===== src/inc/swc_pkg.sv =====
// Shared constants and carrier types for the sleep and wake-up controller
`default_nettype none
package swc_pkg;
  // =====================================================
  // Widths, wake sources, vector and PC step
  localparam int unsigned IRQ_W = 12;
  localparam int unsigned PORT_W = 24;
  localparam int unsigned PC_W = 13;
  localparam logic [IRQ_W-1:0] WAKE_CAPABLE = 12'h3ff;
  localparam logic [PC_W-1:0] IRQ_VECTOR = 13'h0004;
  localparam logic [PC_W-1:0] PC_STEP = 13'h0001;
  // =====================================================
  // Register map and fields
  localparam logic [7:0] CTRL_OFS = 8'h00;
  localparam logic [7:0] IRQ_EN_OFS = 8'h04;
  localparam logic [7:0] STATUS_OFS = 8'h08;
  localparam logic [7:0] PEND_OFS = 8'h0c;
  localparam int unsigned CTRL_GIE_BIT = 0;
  localparam int unsigned CTRL_WDT_EN_BIT = 1;
  localparam int unsigned ST_SLEEP_BIT = 0;
  localparam int unsigned ST_WAKE_REQ_BIT = 1;
  localparam int unsigned ST_PD_BIT = 3;
  localparam int unsigned ST_TO_BIT = 4;
  localparam logic [1:0] CTRL_RESET = 2'h0;
  localparam logic [IRQ_W-1:0] IRQ_EN_RESET = 12'h000;
  localparam logic PD_RESET = 1'b1;
  localparam logic TO_RESET = 1'b1;
  // =====================================================
  // Watchdog period
  localparam int unsigned CLK_MHZ = 100;
  localparam int unsigned WDT_PERIOD_US = 1000;
  localparam int unsigned WDT_CYCLES = WDT_PERIOD_US * CLK_MHZ;
  // =====================================================
  // Carrier types
  typedef enum logic {SWC_RUN, SWC_SLEEP} swc_state_type;
  typedef struct packed {
    logic psel;
    logic penable;
    logic pwrite;
    logic [7:0] paddr;
    logic [31:0] pwdata;
  } swc_apb_req_type;
  typedef struct packed {
    logic pready;
    logic pslverr;
    logic [31:0] prdata;
  } swc_apb_rsp_type;
endpackage
`default_nettype wire


===== src/design/swc_sync.sv =====
// Three-stage input synchroniser with agreement filter
`timescale 1ns/1ns
`default_nettype none
module swc_sync #(
  parameter logic RESET_VAL = 1'b1
) (
  input wire logic ref_clk_i,
  input wire logic resetn_i,
  input wire logic async_i,
  output logic level_o
);
  logic s1_q;
  logic s2_q;
  logic s3_q;
  logic level_q;

  always_ff @(posedge ref_clk_i) begin
    if (!resetn_i) begin
      s1_q <= RESET_VAL;
      s2_q <= RESET_VAL;
      s3_q <= RESET_VAL;
    end else begin
      s1_q <= async_i;
      s2_q <= s1_q;
      s3_q <= s2_q;
    end
  end

  // A change counts once stages two and three agree
  always_ff @(posedge ref_clk_i) begin
    if (!resetn_i) begin
      level_q <= RESET_VAL;
    end else if (s2_q == s3_q) begin
      level_q <= s3_q;
    end
  end

  assign level_o = level_q;
endmodule // swc_sync
`default_nettype wire


===== src/design/swc_watchdog.sv =====
// Free-running watchdog counter with clear and time-out pulse
`timescale 1ns/1ns
`default_nettype none
module swc_watchdog #(
  parameter int unsigned LIMIT = 100000
) (
  input wire logic ref_clk_i,
  input wire logic resetn_i,
  input wire logic enable_i,
  input wire logic clear_i,
  output logic timeout_o
);
  logic [31:0] count_q;
  logic timeout_q;
  logic at_limit;

  assign at_limit = (count_q == 32'(LIMIT - 1));

  always_ff @(posedge ref_clk_i) begin
    if (!resetn_i || clear_i || !enable_i || at_limit) begin
      count_q <= 32'h0;
    end else begin
      count_q <= count_q + 32'h1;
    end
  end

  always_ff @(posedge ref_clk_i) begin
    if (!resetn_i) begin
      timeout_q <= 1'b0;
    end else begin
      timeout_q <= enable_i && !clear_i && at_limit;
    end
  end

  assign timeout_o = timeout_q;
endmodule // swc_watchdog
`default_nettype wire


===== src/design/swc_ctrl.sv =====
// Sleep and wake-up controller: halt handling, wake decision, status flags
// Operation
// - Halt instruction enters power-down state.
// - Entry clears watchdog, flags, stops oscillator (code clears the power-down flag but sets the time-out flag).
// - Port pins hold pre-halt drive state.
// - Wake on reset pin, watchdog, interrupt.
// - Reset pin resets; others resume execution.
// - Power-down flag set at power-up, cleared by halt.
// - Watchdog wake clears time-out flag.
// - Only listed peripherals may wake.
// - Other peripherals cannot interrupt while asleep.
// - Halt prefetches instruction at PC plus one.
// - Wake needs individual enable; global ignored.
// - Global clear: continue after halt.
// - Global set: next instruction, then vector.
// - Pending enabled interrupt makes halt a no-op.
// - Interrupt during halt: full halt, immediate wake.
//
// Local design decisions: the register addresses and the APB register port.
`timescale 1ns/1ns
`default_nettype none
module swc_ctrl
  import swc_pkg::*;
#(
  parameter int unsigned WDT_LIMIT = swc_pkg::WDT_CYCLES
) (
  input wire logic ref_clk_i,
  input wire logic resetn_i,
  input wire swc_pkg::swc_apb_req_type apb_req_i,
  output swc_pkg::swc_apb_rsp_type apb_rsp_o,
  input wire logic halt_instr_i,
  input wire logic watchdog_clear_instr_i,
  input wire logic [swc_pkg::PC_W-1:0] pc_i,
  input wire logic [swc_pkg::IRQ_W-1:0] irq_flags_i,
  input wire logic master_clear_pin_n_i,
  input wire logic [swc_pkg::PORT_W-1:0] port_out_i,
  input wire logic [swc_pkg::PORT_W-1:0] port_oe_i,
  output logic [swc_pkg::PORT_W-1:0] port_pin_o,
  output logic [swc_pkg::PORT_W-1:0] port_pin_oe_o,
  output logic osc_drive_en_o,
  output logic sleeping_o,
  output logic core_reset_o,
  output logic resume_o,
  output logic vector_branch_o,
  output logic [swc_pkg::PC_W-1:0] vector_addr_o,
  output logic [swc_pkg::PC_W-1:0] prefetch_addr_o,
  output logic power_down_flag_o,
  output logic timeout_flag_o
);
  import swc_pkg::*;

  // =====================================================
  // Declarations
  swc_state_type state_q;
  logic global_irq_enable_q;
  logic wdt_en_q;
  logic [IRQ_W-1:0] irq_en_q;
  logic power_down_flag_q;
  logic timeout_flag_q;
  logic core_reset_q;
  logic resume_q;
  logic vector_branch_q;
  logic [PC_W-1:0] prefetch_addr_q;
  logic [PORT_W-1:0] port_pin_q;
  logic [PORT_W-1:0] port_pin_oe_q;
  logic [31:0] prdata_q;
  logic master_clear_pin_n;
  logic master_clear_pin_low;
  logic wdt_timeout;
  logic wdt_clear;
  logic wake_req;
  logic halt_nop;
  logic halt_enter;
  logic sleep_irq_wake;
  logic sleep_wdt_wake;
  logic wdt_run_reset;
  logic apb_setup;
  logic apb_write;
  logic addr_ok;

  // =====================================================
  // Pin synchroniser and watchdog
  swc_sync #(
    .RESET_VAL(1'b1)
  ) u_master_clear_pin_sync (
    .ref_clk_i(ref_clk_i),
    .resetn_i(resetn_i),
    .async_i(master_clear_pin_n_i),
    .level_o(master_clear_pin_n)
  );

  swc_watchdog #(
    .LIMIT(WDT_LIMIT)
  ) u_watchdog (
    .ref_clk_i(ref_clk_i),
    .resetn_i(resetn_i),
    .enable_i(wdt_en_q),
    .clear_i(wdt_clear),
    .timeout_o(wdt_timeout)
  );

  // =====================================================
  // Wake decision
  assign master_clear_pin_low = !master_clear_pin_n;
  // Global enable plays no part in the request
  assign wake_req = |(irq_flags_i & irq_en_q & WAKE_CAPABLE);
  assign halt_nop = (state_q == SWC_RUN) && halt_instr_i && wake_req && !master_clear_pin_low;
  assign halt_enter = (state_q == SWC_RUN) && halt_instr_i && !wake_req && !master_clear_pin_low;
  assign sleep_wdt_wake = (state_q == SWC_SLEEP) && !master_clear_pin_low && wdt_timeout;
  assign sleep_irq_wake = (state_q == SWC_SLEEP) && !master_clear_pin_low && !wdt_timeout && wake_req;
  assign wdt_run_reset = (state_q == SWC_RUN) && !master_clear_pin_low && !halt_instr_i && wdt_timeout;
  assign wdt_clear = halt_enter || watchdog_clear_instr_i;

  // =====================================================
  // Power state
  always_ff @(posedge ref_clk_i) begin
    if (!resetn_i) begin
      state_q <= SWC_RUN;
    end else begin
      unique case (state_q)
        SWC_RUN: begin
          if (halt_enter) begin
            state_q <= SWC_SLEEP;
          end
        end
        SWC_SLEEP: begin
          if (master_clear_pin_low || wdt_timeout || wake_req) begin
            state_q <= SWC_RUN;
          end
        end
      endcase
    end
  end

  // Outputs that tell the core how to leave power-down or to reset while running
  always_ff @(posedge ref_clk_i) begin
    if (!resetn_i) begin
      core_reset_q <= 1'b0;
      resume_q <= 1'b0;
      vector_branch_q <= 1'b0;
    end else begin
      core_reset_q <= master_clear_pin_low || wdt_run_reset;
      resume_q <= sleep_wdt_wake || sleep_irq_wake;
      vector_branch_q <= sleep_irq_wake && global_irq_enable_q;
    end
  end

  // Address of the instruction fetched while the halt executes
  always_ff @(posedge ref_clk_i) begin
    if (!resetn_i) begin
      prefetch_addr_q <= '0;
    end else if ((state_q == SWC_RUN) && halt_instr_i) begin
      prefetch_addr_q <= pc_i + PC_STEP;
    end
  end

  // Port drive follows the core until halted, then freezes
  always_ff @(posedge ref_clk_i) begin
    if (!resetn_i) begin
      port_pin_q <= '0;
      port_pin_oe_q <= '0;
    end else if (!(state_q == SWC_SLEEP && !master_clear_pin_low && !wdt_timeout && !wake_req)
                 && !halt_enter) begin
      port_pin_q <= port_out_i;
      port_pin_oe_q <= port_oe_i;
    end
  end

  // =====================================================
  // Status flags
  always_ff @(posedge ref_clk_i) begin
    if (!resetn_i) begin
      power_down_flag_q <= PD_RESET;
      timeout_flag_q <= TO_RESET;
    end else if (halt_enter) begin
      power_down_flag_q <= 1'b0;
      timeout_flag_q <= 1'b1;
    end else if (sleep_wdt_wake) begin
      timeout_flag_q <= 1'b0;
    end else if (wdt_run_reset) begin
      power_down_flag_q <= 1'b1;
      timeout_flag_q <= 1'b0;
    end else if (watchdog_clear_instr_i && state_q == SWC_RUN) begin
      power_down_flag_q <= 1'b1;
      timeout_flag_q <= 1'b1;
    end
  end

  // =====================================================
  // APB slave
  assign apb_setup = apb_req_i.psel && !apb_req_i.penable;
  assign apb_write = apb_req_i.psel && apb_req_i.penable && apb_req_i.pwrite;
  assign addr_ok = (apb_req_i.paddr == CTRL_OFS) || (apb_req_i.paddr == IRQ_EN_OFS)
                   || (apb_req_i.paddr == STATUS_OFS) || (apb_req_i.paddr == PEND_OFS);

  always_ff @(posedge ref_clk_i) begin
    if (!resetn_i) begin
      global_irq_enable_q <= CTRL_RESET[CTRL_GIE_BIT];
      wdt_en_q <= CTRL_RESET[CTRL_WDT_EN_BIT];
    end else if (apb_write && apb_req_i.paddr == CTRL_OFS) begin
      global_irq_enable_q <= apb_req_i.pwdata[CTRL_GIE_BIT];
      wdt_en_q <= apb_req_i.pwdata[CTRL_WDT_EN_BIT];
    end
  end

  always_ff @(posedge ref_clk_i) begin
    if (!resetn_i) begin
      irq_en_q <= IRQ_EN_RESET;
    end else if (apb_write && apb_req_i.paddr == IRQ_EN_OFS) begin
      irq_en_q <= apb_req_i.pwdata[IRQ_W-1:0];
    end
  end

  // Read data is captured in the setup cycle
  always_ff @(posedge ref_clk_i) begin
    if (!resetn_i) begin
      prdata_q <= 32'h0;
    end else if (apb_setup) begin
      prdata_q <= 32'h0;
      if (apb_req_i.paddr == CTRL_OFS) begin
        prdata_q[CTRL_GIE_BIT] <= global_irq_enable_q;
        prdata_q[CTRL_WDT_EN_BIT] <= wdt_en_q;
      end else if (apb_req_i.paddr == IRQ_EN_OFS) begin
        prdata_q[IRQ_W-1:0] <= irq_en_q;
      end else if (apb_req_i.paddr == STATUS_OFS) begin
        prdata_q[ST_SLEEP_BIT] <= (state_q == SWC_SLEEP);
        prdata_q[ST_WAKE_REQ_BIT] <= wake_req;
        prdata_q[ST_PD_BIT] <= power_down_flag_q;
        prdata_q[ST_TO_BIT] <= timeout_flag_q;
      end else if (apb_req_i.paddr == PEND_OFS) begin
        prdata_q[IRQ_W-1:0] <= irq_flags_i & irq_en_q;
      end
    end
  end

  assign apb_rsp_o.pready = 1'b1;
  assign apb_rsp_o.pslverr = apb_req_i.psel && apb_req_i.penable && !addr_ok;
  assign apb_rsp_o.prdata = prdata_q;

  // =====================================================
  // Outputs
  assign osc_drive_en_o = (state_q == SWC_RUN);
  assign sleeping_o = (state_q == SWC_SLEEP);
  assign core_reset_o = core_reset_q;
  assign resume_o = resume_q;
  assign vector_branch_o = vector_branch_q;
  assign vector_addr_o = IRQ_VECTOR;
  assign prefetch_addr_o = prefetch_addr_q;
  assign port_pin_o = port_pin_q;
  assign port_pin_oe_o = port_pin_oe_q;
  assign power_down_flag_o = power_down_flag_q;
  assign timeout_flag_o = timeout_flag_q;
endmodule // swc_ctrl
`default_nettype wire


===== config.mk =====
export PLATFORM = sky130hd
export DESIGN_NAME = swc_ctrl
export DESIGN_NICKNAME = d
export VERILOG_FILES = /design/src/inc/swc_pkg.sv /design/src/design/swc_sync.sv /design/src/design/swc_watchdog.sv /design/src/design/swc_ctrl.sv
export SDC_FILE = /design/constraint.sdc
export NUM_CORES = 1
export LEC_CHECK = 0
export BUFFER_PORTS_ARGS = -buffer_cell sky130_fd_sc_hd__buf_4
export CAP_MARGIN = 0
export CORE_MARGIN = 5
export CORE_UTILIZATION = 38
export CTS_BUF_LIST = sky130_fd_sc_hd__clkbuf_8
export CTS_CLUSTER_SIZE = 16
export DETAILED_ROUTE_END_ITERATION = 16
export MAX_ROUTING_LAYER = met4
export PLACE_DENSITY_LB_ADDON = 0.12
export SKIP_CTS_REPAIR_TIMING = 1
export SLEW_MARGIN = 20
export SYNTH_ARGS = -nofsm -noshare
export SYNTH_HDL_FRONTEND = slang
export SYNTH_SLANG_ARGS = --single-unit

===== constraint.sdc =====
create_clock -name ref_clk_i -period 1.9 [get_ports ref_clk_i]
set_input_delay 0 -clock ref_clk_i [delete_from_list [all_inputs] [get_ports ref_clk_i]]
set_output_delay 0 -clock ref_clk_i [all_outputs]
set_load 0.01 [all_outputs]

# Word-level counts from Yosys, hierarchy flattened

Index checks and enable logic that the tools add are counted.
W data, S select, Z words.

Eq/ne operators: 6
Reductions and logical operators: 50
Mux-type cells: 17
Bitwise operators: 3
Add/sub/neg operators: 2

Operator list:

| operator                | number |
|---|---|
| $add A32 B1 Y32 const B | 1 |
| $eq A32 B17 Y1 const B  | 1 |
| $mux W12                | 2 |
| $logic_and A1 B1 Y1     | 22 |
| $eq A8 B4 Y1 const B    | 2 |
| $add A13 B1 Y13 const B | 1 |
| $and A12 B12 Y12        | 1 |
| $logic_not A1 Y1        | 11 |
| $logic_or A1 B1 Y1      | 11 |
| $mux W10                | 1 |
| $reduce_or A10 Y1       | 1 |
| $mux W1                 | 9 |
| $eq A8 B3 Y1 const B    | 1 |
| $logic_not A8 Y1        | 1 |
| $mux W7                 | 1 |
| $mux W2                 | 3 |
| $reduce_bool A3 Y1      | 2 |
| $ne A2 B2 Y1 const B    | 1 |
| $not A1 Y1              | 2 |
| $pmux W1 S2             | 1 |
| $reduce_and A2 Y1       | 1 |
| $reduce_or A2 Y1        | 1 |
| $eq A1 B1 Y1            | 1 |

Bits of input ports: 121
Output and inout bits: 115
Bits in registers: 130

# Longest topological paths before layout

Gate-level depths: netlist of the first run.

Depth after elaboration: 9
Gate-level depth with buffers: 7
Gate-level depth less buffers: 6

# Cells and area by module

A second synthesis of the first run with hierarchy kept.

Cell total of the unflattened synthesis: 678
Area total of the unflattened synthesis: 5910.7 um^2

By module, submodules not included:

| module       | sequential area each (um^2) | cells each | area an instance (um^2) | instances |
|---|---|---|---|---|
| swc_ctrl     | 1861.8                      | 497        | 4287.9                  | 1 |
| swc_watchdog | 660.6                       | 171        | 1510.2                  | 1 |
| swc_sync     | 80.1                        | 10         | 112.6                   | 1 |

# Worst setup path after synthesis of the first run

Ideal clock, no wire load.

Kind: flip-flop to flip-flop
Start point: register u_watchdog.count_q[0]
End point: register u_watchdog.count_q[16]
Cell stages (with the launch flop): 8
Slack: 0.141 ns
Buffers on the path: 1
Data arrival time: 1.641 ns
Cells stage by stage: dfxtp_1 ha_1 nand4_1 or2_1 buf_2 or4_1 xor2_1 nor2_1

Cells in the longest elaborated chain, start to end: 2
Elaborated cells on any way between the ends: 3
Classes of those cells: 1 x add/sub; 1 x eq/ne; 1 x reduce/logical

Ends and longest elaborated chain:

| element                                                                 | RTL line           | text |
|---|---|---|
| start: declaration                                                      | swc_watchdog.sv:13 | `logic [31:0] count_q;` |
| start signal: assignment                                                | swc_watchdog.sv:23 | `count_q <= count_q + 32'h1;` |
| parallel branches: the longest is 2 deep, another holds $add A32 B1 Y32 | n/a                |  |

Parallel ways; which one is timed is not known.
A chain may end at the register's enable or synchronous reset.

# Worst setup path in the final report of the first run

Start point: register u_watchdog.count_q[10]
End point: register u_watchdog.count_q[24]

Same word-level chain as after synthesis.

==> results of run 1 <==
## cell families after synthesis
logic type      after synthesis  synth area share
fa+ha+maj                     2           0.00433
buf+inv                      93            0.0927
flops                       130             0.451
xor+xnor                     41            0.0622
mux                          16            0.0277
compound gates              108             0.110
simple gates                277             0.251
other cells                   2           0.00130
## critical path, stage by stage (launching register included)
cell     delay, ns
dfxtp_1       0.39
nand4_1       0.17
or3_1         0.42
buf_12        0.18
nor4_2        0.29
xnor2_1       0.15
nor2_1        0.05
## stage by stage
stage / util / std cells
4_1_cts: 0.506 / 1045
5_1_grt: 0.571 / 1137
6_report: 0.571 / 1137
2_1_floorplan: - / 701
3_5_place_dp: 0.481 / 1013
3_3_place_gp: 0.481 / 1013
## path summary, 6_finish.rpt
check / slack (ns) / to / startpoint / cells past startpoint
max: 0.14 / u_watchdog.count_q[24] / u_watchdog.count_q[10] / 6
min: -0.04 / prefetch_addr_o[6] / pc_i[6] / 3
max reg2reg: 0.14 / u_watchdog.count_q[24] / u_watchdog.count_q[10] / 6
min reg2reg: 0.41 / u_master_clear_pin_sync.s2_q / u_master_clear_pin_sync.s1_q / 1
## where the power goes
| part | switching [mW] | leakage [nW] | internal (mW) |
|---|---|---|---|
| combinational | 0.448 | 2.40 | 0.503 |
| clock | 1.10 | 0.189 | 1.10 |
| sequential | 0.0658 | 1.06 | 2.84 |
| total | 1.61 | 3.65 | 4.44 |
## cells in the final DEF (no fill, tap or decap), drive strengths merged, types with 3 or more instances in the layout
cell,Yosys,routed
buf,52,207
dfxtp,130,130
dlygate4sd3,0,86
nor2,82,82
nand2,66,66
o21ai,65,65
nand3,63,63
conb,2,34
xnor2,28,28
clkbuf,27,21
inv,14,17
nor4,17,17
mux2i,16,16
xor2,13,13
nor3,13,13
a211oi,11,11
a21oi,10,10
nand4,10,10
a2bb2oi,8,8
and3,6,6
a22oi,6,6
clkinv,0,6
nand2b,4,4
or3,3,3
o211ai,3,3
clkinvlp,0,3
nor2b,3,3
or4,3,3
## layout make-up
class | count | area share
Clock buffer | 19 | 0.0305
Multi-Input combinational cell | 478 | 0.326
Sequential cell | 130 | 0.303
Clock inverter | 13 | 0.0130
Timing Repair Buffer | 295 | 0.294
Tap cell | 188 | 0.0274
Inverter | 14 | 0.00612
## layer usage
layer / part of all wire / track usage / vias up
met3: 0.068 / 0.0559 / 21
met1: 0.43 / 0.200 / 2551
met2: 0.49 / 0.261 / 173
li1: - / - / 2758
met5: 0 / - / -
met4: 0.017 / 0.0497 / 0
## registers in the layout, indices dropped and copies added, names as in the netlist
name / count
u_watchdog.count_q: 32
port_pin_oe_o: 24
core_reset_o: 1
wdt_en_q: 1
timeout_flag_o: 1
u_master_clear_pin_sync.s3_q: 1
u_master_clear_pin_sync.s1_q: 1
power_down_flag_o: 1
u_watchdog.timeout_o: 1
sleeping_o: 1
resume_o: 1
vector_branch_o: 1
u_master_clear_pin_sync.s2_q: 1
prdata_q: 12
global_irq_enable_q: 1
prefetch_addr_o: 13
irq_en_q: 12
port_pin_o: 24
u_master_clear_pin_sync.level_o: 1
==> results.md, run 1 <==
* Status: finished with violations
* Violated checks: negative hold slack
* Dpl ws at about 0.024 ns
* Prevailing post-synth register cell: dfxtp_1
* Post-route minimum period at 1.76 ns
* Static leakage at approximately 3.6 nW
* Top-count cell post-synth: dfxtp_1
* Setup TNS at 0 ns
* Top cells by count, synth: 130 x dfxtp_1, 77 x nor2_1, 65 x nand2_1, 63 x nand3_1, 46 x o21ai_0
* WP data required at around 2.2 ns
* Unrepaired setup endpoints after global routing: false
* Fin area at about 8600 µm²
* Routed WL per cell at around 14 µm
* Worst min-delay path class: in -> reg
* Final worst path period share at 0.927
* Gr usage total at 0.165
* Gpl congestion at between 0.8 and 0.9
* CTS sink count at 130
* Synth area leaders: dfxtp_1 45%, nand3_1 5.5%, nor2_1 5.0%, buf_4 4.5%, xnor2_1 4.2%
* DRC at 0
* Via Count at 5503
* N_diodes at 0
* Largest fanout on the critical path at 14
* Multi-input logic area at 2790 µm²
* Max-cap violations at 0
* DP Area at around 7200 µm²
* Initial antenna violation count at 0
* FFs w/ async S/R, synth at 0
* Fin. max-slew vios at 0
* Vias per std cell at between 4 and 5
* FMAX at between 500 and 600 MHz
* Count of cell types in the netlist at 49
* Port buffer count at 181
* Final HPWL from detailed placement at about 11000 µm
* Initial DRC Count at between 200 and 300
* Pwr Density at just over 700 nW/µm²
* Number of H-tree levels at 4
* Syn Inst Count at approximately 670
* Effective utilization at floorplan at 0.384
* Synth warnings at 0
* Flops & latches, synth at 130
* CP Launch Type: register
* Layout fillers at approximately 1.3k
* Top cell type's share of synthesized area at 0.451
* Clock root buffer: clkbuf_8
* 1st-pass router iterations at 4
* CTS Buf Count at 17
* Final worst setup slack at 0.138 ns
* Vias in the first global route at between 4k and 5k
* Core Footprint at 15000 µm²
* Register area share after synthesis at 0.451
* Final-report hold violation count at 1
* Layout area overhead at 48.5%
* Top Ports at roughly 240
* Worst-path clk slew at around 0.070 ns
* Final global-route overflow total at 0
* Row Count at between 40 and 50
* Critical Path AT at 2.08 ns
* Full die area at around 18000 µm²
* Die Wd at between 100 and 150 µm
* Largest net degree at the start of global routing at a little under 100
* Total power at 6.05 mW
* Area of the mapped netlist at between 5000 and 6000 µm²
* Post-layout nets at 1059
* Critical path capture point type: register
* Die height at between 100 and 150 µm
* Yosys top cell by area: dfxtp_1
* Syn Area/Cell at around 8.6 µm²
* Final setup fails at 0
* Clock Latency Late Sink at 0.43 ns
* First-pass GRT wire length at 23300 µm
* Post-synth EDFFs at 0
* Routed Antenna Nets at 0
* WHS at -0.0388 ns
* FF+latch area at approximately 2600 µm²
* Layout cells sized above 1 at 0.285
* Clock Skews at between 0.01 and 0.015 ns
* Setup CP Type: reg -> reg
* Final wirelength at ~16000 µm
* CTS Buffer Depth at 2
* CTS tree: built
* Worst IR Drop VDD at between 0.0004 and 0.0005 V
Power figures use the tool's default switching activity.
==> run 2: changes to the inputs <==
RECOVER_POWER = 25   (was default)
==> results.md, run 2 (synthesis gave the netlist of run 1 again) <==
* Met1 wire length at 6990 µm (-0.10%)
* Vias in the first global route at 4850 (unchanged)
* CTS tree: built
* Routed WL per cell at 14.4 µm (-0.18%)
* Effective utilization at floorplan at 0.384 (unchanged)
* Final-report hold violation count at 2 (+1)
* Met3 wire length at 1110 µm (-0.45%)
* DRC at 0 (unchanged)
* Initial DRC Count at 270 (+7.1%)
* Largest register FFs at 32 (unchanged)
* Static leakage at 3.45 nW (-5.4%)
* 1st-pass router iterations at 4 (unchanged)
* Row Count at 45 (unchanged)
* CTS Buffer Depth at 2 (unchanged)
* CTS Buf Count at 17 (unchanged)
* CTS sink count at 130 (unchanged)
* CP Launch Type: register
* Multi-input logic area at 2790 µm² (about the same)
* Top Ports at 236 (unchanged)
* Gr usage total at 0.165 (unchanged)
* DP Area at 7230 µm² (unchanged)
* Fin. max-slew vios at 0 (unchanged)
* Worst min-delay path class: in -> reg
* Full die area at 17800 µm² (unchanged)
* Final worst path period share at 0.927 (about the same)
* Clock root buffer: clkbuf_8
* WHS at -0.0399 ns (-0.00113 ns)
* Die Wd at 133 µm (unchanged)
* Unrepaired setup endpoints after global routing: false
* WP data required at 2.22 ns (about the same)
* Initial antenna violation count at 0 (unchanged)
* Post-route minimum period at 1.76 ns (-0.000718 ns)
* Clock Latency Late Sink at 0.43 ns (about the same)
* Port buffer count at 181 (unchanged)
* Die height at 133 µm (unchanged)
* Worst IR Drop VDD at 0.000449 V (-0.26%)
* Critical Path AT at 2.08 ns (about the same)
* First-pass GRT wire length at 23300 µm (unchanged)
* Metal2 WL at 8040 µm (-0.41%)
* Fin area at 8400 µm² (-2.1%)
* Final global-route overflow total at 0 (unchanged)
* Layout cells sized above 1 at 0.233 (-0.0516)
* Final setup fails at 0 (unchanged)
* Vias per std cell at 4.85 (+0.15%)
* Status: finished with violations
* Critical path capture point type: register
* Worst-path clk slew at 0.07 ns (about the same)
* Total power at 6.01 mW (-0.81%)
* Core Footprint at 15000 µm² (unchanged)
* Routed Antenna Nets at 0 (unchanged)
* Number of H-tree levels at 4 (unchanged)
* Largest fanout on the critical path at 14 (unchanged)
* Layout area overhead at 45.4%
* Via Count at 5511 (+0.15%)
* Most flops, register: u_watchdog.count_q
* Largest net degree at the start of global routing at 97 (unchanged)
* Gpl congestion at 0.809 (unchanged)
* Max-cap violations at 0 (unchanged)
* N_diodes at 0 (unchanged)
* FMAX at 568 MHz (about the same)
* Most common cell after layout, fill and taps aside: buf_4
* Setup CP Type: reg -> reg
* Clock Skews at 0.0137 ns (-0.000388 ns)
* Most frequent cells in the layout: 153 x buf_4, 129 x dfxtp_1, 86 x dlygate4sd3_1
* Violated checks: negative hold slack
* Final wirelength at 16400 µm (-0.18%)
* Pwr Density at 715 nW/µm² (+1.4%)
* FF+latch area at 2600 µm² (unchanged)
* Final HPWL from detailed placement at 10700 µm (unchanged)
* Top layer in use: met4
* Layout fillers at 1408 (+4.8%)
* Post-layout nets at 1059 (unchanged)
## run 2: cell types whose count changed in the layout (fill, tap and decap cells not counted), sizes merged
cell,delta
clkbuf,+48
buf,-48
## run 2: per-stage QoR
stage	hold WS, ns	util	setup WS, ns	setup TNS [ns]	instances
after global placement	0.186	0.481	0.0332	0	1013
after CTS	-0.273	0.506	-0.00135	-0.00135	1045
final	-0.0399	0.559	0.139	0	1137
after floorplan	0.0957	-	0.141	0	701
after detailed placement	0.199	0.481	0.0243	0	1013
after global routing	0.0114	0.559	0.00617	0	1137
## run 2: per-layer routing
metal / vias to the layer above / global-route usage
li1: 2754 / -
met1: 2561 / 0.200
met2: 175 / 0.261
met3: 21 / 0.0559
met4: 0 / 0.0497
met5: - / -
## run 2: final timing paths
path / from / slack [ns] / depth (start not counted) / end
hold reg to reg: u_master_clear_pin_sync.s1_q / 0.41 / 1 / u_master_clear_pin_sync.s2_q
hold / removal: pc_i[6] / -0.04 / 3 / prefetch_addr_o[6]
setup reg to reg: u_watchdog.count_q[10] / 0.14 / 6 / u_watchdog.count_q[28]
setup / recovery: u_watchdog.count_q[10] / 0.14 / 6 / u_watchdog.count_q[28]
## run 2: report_power, final
part | total (mW) | internal, mW | switching [mW] | leakage, nW
clock | 2.20 | 1.10 | 1.10 | 0.189
combinational | 0.900 | 0.453 | 0.447 | 2.20
sequential | 2.90 | 2.84 | 0.0637 | 1.06
## run 2: area by class of cell
type,count,share of cell area
multi-input combinational,478,0.332
sequential,130,0.310
timing repair buffer,295,0.279
clock buffer,19,0.0311
tap,188,0.0280
clock inverter,13,0.0133
inverter,14,0.00626
## run 2: critical path, cell delays in order (launching register included)
cell     delay [ns]
dfxtp_1        0.39
nand4_1        0.17
or3_1          0.42
buf_12         0.18
nor4_2         0.29
xnor2_1        0.15
nor2_1         0.05
